===== config.mk =====
export PLATFORM = sky130hd
export DESIGN_NAME = ccp_capture_compare_unit
export DESIGN_NICKNAME = d
export VERILOG_FILES = /design/src/ccp_pkg.sv /design/src/ccp_capture_compare_unit.sv /design/src/ccp_edge_prescaler.sv
export SDC_FILE = /design/constraint.sdc
export NUM_CORES = 1
export LEC_CHECK = 0
export ABC_AREA = 0
export BUFFER_PORTS_ARGS = -buffer_cell sky130_fd_sc_hd__buf_2
export CAP_MARGIN = 10
export CORE_ASPECT_RATIO = 1.25
export CORE_MARGIN = 5
export CORE_UTILIZATION = 54
export CTS_BUF_LIST = sky130_fd_sc_hd__clkbuf_8
export DETAILED_ROUTE_END_ITERATION = 7
export PLACE_DENSITY_LB_ADDON = 0.08
export RECOVER_POWER = 25
export SYNTH_ARGS = -nofsm -noshare
export SYNTH_HDL_FRONTEND = slang
export SYNTH_HIERARCHICAL = 1
export SYNTH_SLANG_ARGS = --single-unit

===== constraint.sdc =====
create_clock -name clock -period 2.45 [get_ports clock]
set_clock_uncertainty 0.1 [all_clocks]
set_input_delay 0.1225 -clock clock [delete_from_list [all_inputs] [get_ports clock]]
set_output_delay 0.1225 -clock clock [all_outputs]
set_load 0.005 [all_outputs]

===== src/ccp_pkg.sv =====
// Constants, register map and carrier types for the capture/compare unit.
// Assumes a single 10 MHz clock and an Avalon-MM master on the register side.
package ccp_pkg;

  // ---------------------------------------------------------------------------
  // Register map
  // ---------------------------------------------------------------------------
  localparam logic [4:0] CTRL_OFS       = 5'h00;
  localparam logic [4:0] VALUE_LOW_OFS  = 5'h04;
  localparam logic [4:0] VALUE_HIGH_OFS = 5'h08;
  localparam logic [4:0] FLAGS_OFS      = 5'h0C;
  localparam logic [4:0] TIMER_LOW_OFS  = 5'h10;
  localparam logic [4:0] TIMER_HIGH_OFS = 5'h14;
  localparam logic [4:0] TIMER_CTRL_OFS = 5'h18;

  localparam int FLAG_CAPCMP_BIT  = 0;
  localparam int FLAG_OVF_BIT     = 1;
  localparam int TCTRL_ON_BIT     = 0;
  localparam int TCTRL_EXT_BIT    = 1;

  // ---------------------------------------------------------------------------
  // Mode field encodings
  // ---------------------------------------------------------------------------
  localparam logic [3:0] MODE_OFF      = 4'h0;
  localparam logic [3:0] MODE_TOGGLE   = 4'h2;
  localparam logic [3:0] MODE_CAP_FALL = 4'h4;
  localparam logic [3:0] MODE_CAP_RISE = 4'h5;
  localparam logic [3:0] MODE_CAP_4    = 4'h6;
  localparam logic [3:0] MODE_CAP_16   = 4'h7;
  localparam logic [3:0] MODE_SET      = 4'h8;
  localparam logic [3:0] MODE_CLEAR    = 4'h9;
  localparam logic [3:0] MODE_SWINT    = 4'hA;
  localparam logic [3:0] MODE_SPECIAL  = 4'hB;

  // ---------------------------------------------------------------------------
  // Reset values and timing
  // ---------------------------------------------------------------------------
  localparam logic [3:0]  MODE_RST     = 4'h0;
  localparam logic [15:0] VALUE_RST    = 16'h0000;
  localparam logic [15:0] TIMER_RST    = 16'h0000;
  localparam logic [15:0] TIMER_MAX    = 16'hFFFF;
  localparam logic [1:0]  TCTRL_RST    = 2'h0;
  localparam int          CLOCK_HZ     = 10_000_000;
  localparam int          INSTR_DIV    = 4;
  localparam logic [1:0]  INSTR_LAST   = 2'(INSTR_DIV - 1);
  localparam logic [3:0]  PRESC_LAST_4 = 4'h3;
  localparam logic [3:0]  PRESC_LAST_16 = 4'hF;

  // ---------------------------------------------------------------------------
  // Carrier types
  // ---------------------------------------------------------------------------
  typedef struct packed {
    logic        read;
    logic        write;
    logic [4:0]  address;
    logic [31:0] writedata;
  } ccp_bus_req_s;

  typedef struct packed {
    logic timer_on;
    logic ext_src;
  } ccp_tctrl_s;

endpackage : ccp_pkg


===== src/ccp_capture_compare_unit.sv =====
// Capture/compare unit with its own 16-bit timer and an Avalon-MM register slave.
// Assumes pin and tick inputs are synchronous to clock; the pin still gets two flops.
`timescale 1ns/1ps
`default_nettype none
module ccp_capture_compare_unit #(
  parameter bit SECOND_UNIT = 1'b0
) (
  // Clock and reset
  input  wire logic        clock,
  input  wire logic        sys_rst,
  // Avalon-MM slave
  input  wire logic [4:0]  avs_address,
  input  wire logic        avs_read,
  input  wire logic        avs_write,
  input  wire logic [31:0] avs_writedata,
  output var  logic [31:0] avs_readdata,
  output var  logic        avs_waitrequest,
  // Pin
  input  wire logic        capcmp_pin_in,
  output var  logic        capcmp_pin_out,
  output var  logic        capcmp_pin_oe_n,
  // Timer sources and power state
  input  wire logic        ext_tick,
  input  wire logic        sleep,
  // Converter and events
  input  wire logic        adc_enable,
  output var  logic        adc_start,
  output var  logic        special_trigger,
  output var  logic        capcmp_irq_flag,
  output var  logic        timer_overflow_flag
);

  // ---------------------------------------------------------------------------
  // Register bus
  // ---------------------------------------------------------------------------
  ccp_pkg::ccp_bus_req_s req;
  logic        wait_ff;
  logic [31:0] rdata_ff;
  logic        nxt_wait;
  logic [31:0] nxt_rdata;
  logic        wr_go;

  logic [3:0]  mode_ff;
  logic [15:0] value_ff;
  logic [15:0] timer_ff;
  ccp_pkg::ccp_tctrl_s tctrl_ff;
  logic        flag_ff;
  logic        ovf_ff;

  // A request is answered one cycle after it is first seen, so every access
  // costs exactly two edges; this keeps read data registered.
  always_comb begin
    req       = '{read: avs_read, write: avs_write, address: avs_address,
                  writedata: avs_writedata};
    nxt_wait  = ~((req.read | req.write) & wait_ff);
    wr_go     = req.write & ~wait_ff;
    nxt_rdata = 32'h0000_0000;
    case (req.address)
      ccp_pkg::CTRL_OFS:       nxt_rdata[3:0]  = mode_ff;
      ccp_pkg::VALUE_LOW_OFS:  nxt_rdata[7:0]  = value_ff[7:0];
      ccp_pkg::VALUE_HIGH_OFS: nxt_rdata[7:0]  = value_ff[15:8];
      ccp_pkg::FLAGS_OFS:      nxt_rdata[1:0]  = {ovf_ff, flag_ff};
      ccp_pkg::TIMER_LOW_OFS:  nxt_rdata[7:0]  = timer_ff[7:0];
      ccp_pkg::TIMER_HIGH_OFS: nxt_rdata[7:0]  = timer_ff[15:8];
      ccp_pkg::TIMER_CTRL_OFS: nxt_rdata[1:0]  = {tctrl_ff.ext_src, tctrl_ff.timer_on};
      default:                 nxt_rdata       = 32'h0000_0000;
    endcase
  end

  always_ff @(posedge clock or posedge sys_rst) begin
    if (sys_rst) begin
      wait_ff  <= 1'b1;
      rdata_ff <= 32'h0000_0000;
    end else begin
      wait_ff  <= nxt_wait;
      rdata_ff <= nxt_rdata;
    end
  end

  // ---------------------------------------------------------------------------
  // Pin synchroniser and capture prescaler
  // ---------------------------------------------------------------------------
  logic sync1_ff;
  logic sync2_ff;
  logic cap_mode;
  logic cap_evt;

  always_ff @(posedge clock or posedge sys_rst) begin
    if (sys_rst) begin
      sync1_ff <= 1'b0;
      sync2_ff <= 1'b0;
    end else begin
      sync1_ff <= capcmp_pin_in;
      sync2_ff <= sync1_ff;
    end
  end

  assign cap_mode = (mode_ff[3:2] == 2'b01);

  ccp_edge_prescaler u_prescaler (
    .clock    (clock),
    .sys_rst  (sys_rst),
    .clear    (~cap_mode),
    .sel      (mode_ff[1:0]),
    .pin_sync (sync2_ff),
    .event_ff (cap_evt)
  );

  // ---------------------------------------------------------------------------
  // Timer, compare and control state
  // ---------------------------------------------------------------------------
  logic [1:0]  div_ff;
  logic        match_q_ff;
  logic        pend_ff;
  logic        out_ff;
  logic        oe_n_ff;
  logic        trig_ff;
  logic        adc_ff;

  logic [1:0]  nxt_div;
  logic [3:0]  nxt_mode;
  logic [15:0] nxt_value;
  logic [15:0] nxt_timer;
  ccp_pkg::ccp_tctrl_s nxt_tctrl;
  logic        nxt_flag;
  logic        nxt_ovf;
  logic        nxt_match_q;
  logic        nxt_pend;
  logic        nxt_out;
  logic        nxt_oe_n;
  logic        nxt_trig;
  logic        nxt_adc;

  logic        tick;
  logic        cmp_mode;
  logic        match;
  logic        cmp_evt;
  logic        sev_reset;
  logic        drive_mode;

  always_comb begin
    tick       = tctrl_ff.timer_on &
                 (tctrl_ff.ext_src ? ext_tick
                                   : (~sleep & (div_ff == ccp_pkg::INSTR_LAST)));
    cmp_mode   = mode_ff[3] | (mode_ff == ccp_pkg::MODE_TOGGLE);
    match      = cmp_mode & (timer_ff == value_ff);
    cmp_evt    = match & ~match_q_ff;
    sev_reset  = pend_ff & tick & match;
    drive_mode = (mode_ff == ccp_pkg::MODE_TOGGLE) | (mode_ff == ccp_pkg::MODE_SET) |
                 (mode_ff == ccp_pkg::MODE_CLEAR);

    nxt_div     = (tctrl_ff.ext_src | sleep) ? div_ff : div_ff + 2'd1;
    nxt_mode    = mode_ff;
    nxt_value   = value_ff;
    nxt_timer   = timer_ff;
    nxt_tctrl   = tctrl_ff;
    nxt_flag    = flag_ff;
    nxt_ovf     = ovf_ff;
    nxt_match_q = match;
    nxt_pend    = pend_ff;
    nxt_out     = out_ff;
    nxt_oe_n    = ~drive_mode;
    nxt_trig    = 1'b0;
    nxt_adc     = 1'b0;

    // Timer: software write beats the trigger reset, which beats counting.
    if (sev_reset) begin
      nxt_timer = ccp_pkg::TIMER_RST;
    end else if (tick) begin
      nxt_timer = timer_ff + 16'h0001;
      if (timer_ff == ccp_pkg::TIMER_MAX) begin
        nxt_ovf = 1'b1;
      end
    end
    if (tick) begin
      nxt_pend = 1'b0;
    end

    // Software writes; flags are write-one-to-clear.
    if (wr_go) begin
      case (req.address)
        ccp_pkg::CTRL_OFS: begin
          nxt_mode = req.writedata[3:0];
          if (req.writedata[3:0] == ccp_pkg::MODE_OFF) begin
            nxt_out = 1'b0;
          end
        end
        ccp_pkg::VALUE_LOW_OFS:  nxt_value[7:0]  = req.writedata[7:0];
        ccp_pkg::VALUE_HIGH_OFS: nxt_value[15:8] = req.writedata[7:0];
        ccp_pkg::FLAGS_OFS: begin
          if (req.writedata[ccp_pkg::FLAG_CAPCMP_BIT]) begin
            nxt_flag = 1'b0;
          end
          if (req.writedata[ccp_pkg::FLAG_OVF_BIT]) begin
            nxt_ovf = 1'b0;
          end
        end
        ccp_pkg::TIMER_LOW_OFS:  nxt_timer[7:0]  = req.writedata[7:0];
        ccp_pkg::TIMER_HIGH_OFS: nxt_timer[15:8] = req.writedata[7:0];
        ccp_pkg::TIMER_CTRL_OFS: begin
          nxt_tctrl.timer_on = req.writedata[ccp_pkg::TCTRL_ON_BIT];
          nxt_tctrl.ext_src  = req.writedata[ccp_pkg::TCTRL_EXT_BIT];
        end
        default: nxt_mode = mode_ff;
      endcase
    end

    // Hardware events come last so that a set wins over a same-cycle clear.
    if (tick & ~sev_reset & (timer_ff == ccp_pkg::TIMER_MAX)) begin
      nxt_ovf = 1'b1;
    end
    if (cap_evt & cap_mode) begin
      nxt_value = timer_ff;
      nxt_flag  = 1'b1;
    end
    if (cmp_evt) begin
      nxt_flag = 1'b1;
      case (mode_ff)
        ccp_pkg::MODE_TOGGLE:  nxt_out = ~out_ff;
        ccp_pkg::MODE_SET:     nxt_out = 1'b1;
        ccp_pkg::MODE_CLEAR:   nxt_out = 1'b0;
        ccp_pkg::MODE_SPECIAL: begin
          nxt_trig = 1'b1;
          nxt_pend = 1'b1;
          nxt_adc  = SECOND_UNIT & adc_enable;
        end
        default: nxt_out = out_ff;
      endcase
    end

    // Switching the unit off owns the latch, even against a match in the same cycle.
    if (wr_go & (req.address == ccp_pkg::CTRL_OFS) &
        (req.writedata[3:0] == ccp_pkg::MODE_OFF)) begin
      nxt_out = 1'b0;
    end
  end

  always_ff @(posedge clock or posedge sys_rst) begin
    if (sys_rst) begin
      div_ff     <= 2'd0;
      mode_ff    <= ccp_pkg::MODE_RST;
      value_ff   <= ccp_pkg::VALUE_RST;
      timer_ff   <= ccp_pkg::TIMER_RST;
      tctrl_ff   <= ccp_pkg::TCTRL_RST;
      flag_ff    <= 1'b0;
      ovf_ff     <= 1'b0;
      match_q_ff <= 1'b0;
      pend_ff    <= 1'b0;
      out_ff     <= 1'b0;
      oe_n_ff    <= 1'b1;
      trig_ff    <= 1'b0;
      adc_ff     <= 1'b0;
    end else begin
      div_ff     <= nxt_div;
      mode_ff    <= nxt_mode;
      value_ff   <= nxt_value;
      timer_ff   <= nxt_timer;
      tctrl_ff   <= nxt_tctrl;
      flag_ff    <= nxt_flag;
      ovf_ff     <= nxt_ovf;
      match_q_ff <= nxt_match_q;
      pend_ff    <= nxt_pend;
      out_ff     <= nxt_out;
      oe_n_ff    <= nxt_oe_n;
      trig_ff    <= nxt_trig;
      adc_ff     <= nxt_adc;
    end
  end

  assign avs_readdata        = rdata_ff;
  assign avs_waitrequest     = wait_ff;
  assign capcmp_pin_out      = out_ff;
  assign capcmp_pin_oe_n     = oe_n_ff;
  assign adc_start           = adc_ff;
  assign special_trigger     = trig_ff;
  assign capcmp_irq_flag     = flag_ff;
  assign timer_overflow_flag = ovf_ff;

  // ---------------------------------------------------------------------------
  // Assertions and cover points
  // ---------------------------------------------------------------------------
  a_capture_loads_timer: assert property (@(posedge clock) disable iff (sys_rst)
    cap_evt && cap_mode |=> value_ff == $past(timer_ff)) else $error("capture missed timer");

  a_capture_sets_flag: assert property (@(posedge clock) disable iff (sys_rst)
    (cap_evt && cap_mode) || cmp_evt |=> flag_ff) else $error("flag not set");

  a_flag_holds_set: assert property (@(posedge clock) disable iff (sys_rst)
    flag_ff && !(wr_go && req.address == ccp_pkg::FLAGS_OFS && req.writedata[0])
    |=> flag_ff) else $error("flag cleared by hardware");

  a_off_forces_low: assert property (@(posedge clock) disable iff (sys_rst)
    wr_go && req.address == ccp_pkg::CTRL_OFS && req.writedata[3:0] == 4'h0
    |=> !out_ff ##1 !out_ff) else $error("latch not forced low");

  a_swint_no_drive: assert property (@(posedge clock) disable iff (sys_rst)
    mode_ff == ccp_pkg::MODE_SWINT && !wr_go |=> oe_n_ff && $stable(out_ff))
    else $error("pin driven");

  a_trigger_at_match: assert property (@(posedge clock) disable iff (sys_rst)
    cmp_evt && mode_ff == ccp_pkg::MODE_SPECIAL |=> trig_ff && pend_ff) else $error("no trigger");

  a_timer_zeroed: assert property (@(posedge clock) disable iff (sys_rst)
    sev_reset && !wr_go |=> timer_ff == 16'h0000 && ovf_ff == $past(ovf_ff))
    else $error("trigger reset wrong");

  a_cancel_reset: assert property (@(posedge clock) disable iff (sys_rst)
    pend_ff && tick && !match && !wr_go |=> timer_ff == $past(timer_ff) + 16'h0001)
    else $error("reset not cancelled");

  a_sleep_holds: assert property (@(posedge clock) disable iff (sys_rst)
    sleep && !tctrl_ff.ext_src && !wr_go |=> $stable(timer_ff)) else $error("timer ran in sleep");

  a_adc_only_second: assert property (@(posedge clock) disable iff (sys_rst)
    adc_ff |-> SECOND_UNIT && trig_ff) else $error("adc start wrong");

  c_capture_rise: cover property (@(posedge clock) disable iff (sys_rst)
    cap_evt && mode_ff == ccp_pkg::MODE_CAP_RISE);
  c_capture_16: cover property (@(posedge clock) disable iff (sys_rst)
    cap_evt && mode_ff == ccp_pkg::MODE_CAP_16);
  c_toggle_match: cover property (@(posedge clock) disable iff (sys_rst)
    cmp_evt && mode_ff == ccp_pkg::MODE_TOGGLE);
  c_special_reset: cover property (@(posedge clock) disable iff (sys_rst) sev_reset);

endmodule : ccp_capture_compare_unit
`default_nettype wire


===== src/ccp_edge_prescaler.sv =====
// Edge detector and capture prescaler for the capture/compare unit.
// Assumes pin_sync is already a two-stage synchronised copy of the pin.
`timescale 1ns/1ps
`default_nettype none
module ccp_edge_prescaler (
  // Clock and reset
  input  wire logic       clock,
  input  wire logic       sys_rst,
  // Control
  input  wire logic       clear,
  input  wire logic [1:0] sel,
  // Pin and event
  input  wire logic       pin_sync,
  output var  logic       event_ff
);

  logic       prev_ff;
  logic [3:0] count_ff;
  logic       nxt_prev;
  logic [3:0] nxt_count;
  logic       nxt_event;
  logic       rise;
  logic       fall;

  always_comb begin
    rise      = pin_sync & ~prev_ff;
    fall      = ~pin_sync & prev_ff;
    nxt_prev  = pin_sync;
    nxt_count = count_ff;
    nxt_event = 1'b0;
    if (clear) begin
      nxt_count = 4'h0;
    end else begin
      case (sel)
        2'd0: nxt_event = fall;
        2'd1: nxt_event = rise;
        2'd2: begin
          if (rise) begin
            nxt_event = (count_ff[1:0] == ccp_pkg::PRESC_LAST_4[1:0]);
            nxt_count = {2'b00, count_ff[1:0] + 2'd1};
          end
        end
        default: begin
          if (rise) begin
            nxt_event = (count_ff == ccp_pkg::PRESC_LAST_16);
            nxt_count = count_ff + 4'h1;
          end
        end
      endcase
    end
  end

  always_ff @(posedge clock or posedge sys_rst) begin
    if (sys_rst) begin
      prev_ff  <= 1'b0;
      count_ff <= 4'h0;
      event_ff <= 1'b0;
    end else begin
      prev_ff  <= nxt_prev;
      count_ff <= nxt_count;
      event_ff <= nxt_event;
    end
  end

  a_presc_clear: assert property (@(posedge clock) disable iff (sys_rst)
    clear |=> count_ff == 4'h0) else $error("prescaler not cleared");

  a_edge_once: assert property (@(posedge clock) disable iff (sys_rst)
    event_ff |=> !event_ff || $past(sel) != 2'd1) else $error("edge counted twice");

endmodule : ccp_edge_prescaler
`default_nettype wire


==> results_dict.tcl <==
set metrics [dict create \
    avgSynthCellArea_um2 9.64 \
    async_reset_ff_share_pct 100 \
    layout-area-overhead-vs-synth_pct 18.0 \
    ys_top_cells_by_count "62 x dfrtp_1, 37 x nand2_1, 34 x nor2_1, 25 x buf_4, 21 x a21oi_1" \
    wl_met3_um 344 \
    clock_latency_ns 0.35 \
    layout-drive-gt1-share_pct 22.8 \
    dp_hpwl_um 7280 \
    die_x_um 84.1 \
    finish.utilization_pct 65.9 \
    power_switching_uw 990 \
    ys_ff_latch 64 \
    holdWs_ns -0.00163 \
    fin_ws_ns 0.272 \
    critPathCapture "timer_overflow_flag" \
    num_rows 33 \
    antenna_found_initial 0 \
    cts_root_buf "clkbuf_8" \
    reg2regPathDepth 5 \
    internal-power_mw 2.32 \
    drc_errors 0 \
    crit_fanout 7 \
    pin_count 84 \
    via_per_inst 5.63 \
    port-buffer-count 33 \
    synth_top_cell_area_share_pct 41.8 \
    synth_edf_count 0 \
    violations "negative hold slack" \
    yosys-top-cells-area "dfrtp_1 42%, mux2i_1 5.4%, buf_4 5.1%" \
    postRouteAntennaNets 0 \
    p_seq_share_pct 43.3 \
    core-area_um2 6650 \
    status "finished, violations left" \
    place_ws_ns 0.299 \
    p_sw_share_pct 29.9 \
    r2r_start "timer_ff[7]" \
    met2_length_um 5140 \
    path_clk_slew_ns 0.08 \
    cpLargestDelayFamily "simple AND/OR/NAND/NOR gates" \
    ctsLongestPathBuffers 2 \
    drt_wl_total_um 9870 \
    yosys.area.top_type "dfrtp_1" \
    cp-start-kind "register" \
    drtPass1Iterations 4 \
    hold_viol_final 1 \
    seqCellArea_um2 1600 \
    ys_warn_count 6 \
    cts_buffers 9 \
    post_cts_resized 0 \
    ys_types 69 \
    cpPeakStageDelay_ns 0.46 \
    gp_congestion 0.902 \
    cap_violations 0 \
    dieArea_um2 8640 \
    final_max_slew_viol_count 0 \
    crit_chain "xor2_1 -> nor4_1 -> nand2_1 -> or3_1 -> a41o_1" \
    cp.depth 5 \
    powerDensity_nw_per_um2 756 \
    ys_seq_area_share_pct 43.2 \
    min_from "avs_writedata[6]" \
    hold_class "input port to register" \
    reg2reg_to "timer_overflow_flag" \
    cp.required_ns 2.59 \
    synth_cells 385 \
    cts_sinks 64 \
    grt_usage_pct 23.7 \
    tightest_slew_ns 1.08 \
    grt_max_degree 34 \
    diodes 0 \
    grt_remaining_overflow 0 \
    synth_ff_type "dfrtp_1" \
    grt_pass1_vias 3022 \
    fmax_ghz 0.459 \
    start_util_pct 55.8 \
    finalSetupTns_ns 0 \
    ff2ff_setup_slack_ns 0.27 \
    grt_first_pass_wirelength_um 15600 \
    p_leak_nw 2.11 \
    cp-end-kind "register" \
    post_cts_buffers 0 \
    clkPwrFrac_pct 35.0 \
    highest_layer "met4" \
    path_class "register to register" \
    netlist_area_um2 3710 \
    peakVddDrop_uv 508 \
    die_height_um 103 \
    critPathLaunch "timer_ff[7]" \
    rsz0062_at_grt "no" \
    crit_arrival_ns 2.31 \
    critPathBufInv 0 \
    nFillCells 570 \
    finalPower_mw 3.31 \
    pwr-share-comb_pct 21.6 \
    num_vias 3032 \
    h-tree-depth 3 \
    drtIter0Drc 200 \
    finalSetupViolCount 0 \
    multi_input_area_um2 1910 \
    finalNetCount 495 \
    yosysMostFrequentCell "dfrtp_1" \
    fin_crit_ns 2.18 \
    finalCritPeriodShare_pct 88.9 \
    wl_met1_um 3940 \
    cts_tree "built" \
    critPathSlowestCell "dfrtp_1" \
    wire_per_inst_um 18.3 \
    slew_headroom_pct 27.6 \
]
-- tightest hold or removal path, stage by stage --
cell and delay (ns):
buf_2 0.13, nand2_1 0.06, o21ai_0 0.09
-- cell usage in the layout, fill, tap and decap left out, types with 5 or more instances in the layout --
master and instances:
dlygate4sd3_1 8, o21ai_0 16, nor4_1 5, inv_1 6, a21oi_1 21, nand2_1 37
xnor2_1 7, nand3_1 17, a222oi_1 5, buf_2 32, clkbuf_8 11, conb_1 25
xor2_1 20, dfrtp_1 62, nor2_1 34, buf_4 29, mux2i_1 20, a22oi_1 6
-- metal layers --
layer / vias to the layer above / GRT usage [%]
met5: - / 0
met4: 0 / 14.6
met3: 26 / 3.44
met2: 81 / 41.9
met1: 1471 / 27.2
li1: 1454 / -
-- registers in the layout (all words and copies together), names as in the netlist, 2 cells and up --
name	count
div_ff	2
u_prescaler/count_ff	4
tctrl_ff	2
mode_ff	4
timer_ff	16
value_ff	16
avs_readdata	8
-- what timing repair did --
| action | in CTS | in global routing |
|---|---|---|
| setup endpoints to repair | 0 | 0 |
| endpoints found under the hold margin | 36 | 0 |
| hold buffers | 8 | 0 |
-- how the worst min path moves through the flow --
stage                               to  slack (ns)  cells past startpoint
6_report                   timer_ff[6]      -0.002                      3
5_1_grt                   timer_ff[10]       0.009                      3
4_1_cts                    timer_ff[2]       0.003                      3
3_5_place_dp   u_prescaler/count_ff[3]       -0.03                      2
3_3_place_gp   u_prescaler/count_ff[3]       -0.03                      2
2_1_floorplan  u_prescaler/count_ff[0]       -0.19                      1
-- power by group through the flow --
stage / clock network [mW] / registers, mW / logic, mW
global route: 1.23 / 1.45 / 0.798
detailed placement: 0 / 1.45 / 0.696
floorplan: 0 / 1.40 / 0.504
finish: 1.16 / 1.43 / 0.716
global placement: 0 / 1.44 / 0.681
CTS: 1.17 / 1.43 / 0.713
-- per-stage QoR --
stage | instances | area (µm²)
6_report | 539 | 4380
5_1_grt | 539 | 4380
4_1_cts | 539 | 4380
3_5_place_dp | 515 | 4050
3_3_place_gp | 515 | 4050
2_1_floorplan | 409 | 3800
-- kinds of logic after synthesis --
group / after synthesis / synth area share (%)
flops: 64 / 43.2
simple gates: 140 / 21.1
other cells: 1 / 0.101
buf+inv: 50 / 7.79
fa+ha+maj: 3 / 1.01
mux: 24 / 6.61
xor+xnor: 27 / 6.37
compound gates: 76 / 13.8
-- layout make-up --
class                           count  share of cell area, %
Clock inverter                      5                   2.34
Inverter                            6                  0.514
Tap cell                           87                   2.49
Multi-Input combinational cell    295                   43.6
Clock buffer                       11                   3.46
Sequential cell                    64                   36.6
Timing Repair Buffer               71                   11.0
Note: power is estimated with default switching activity, not from simulation.
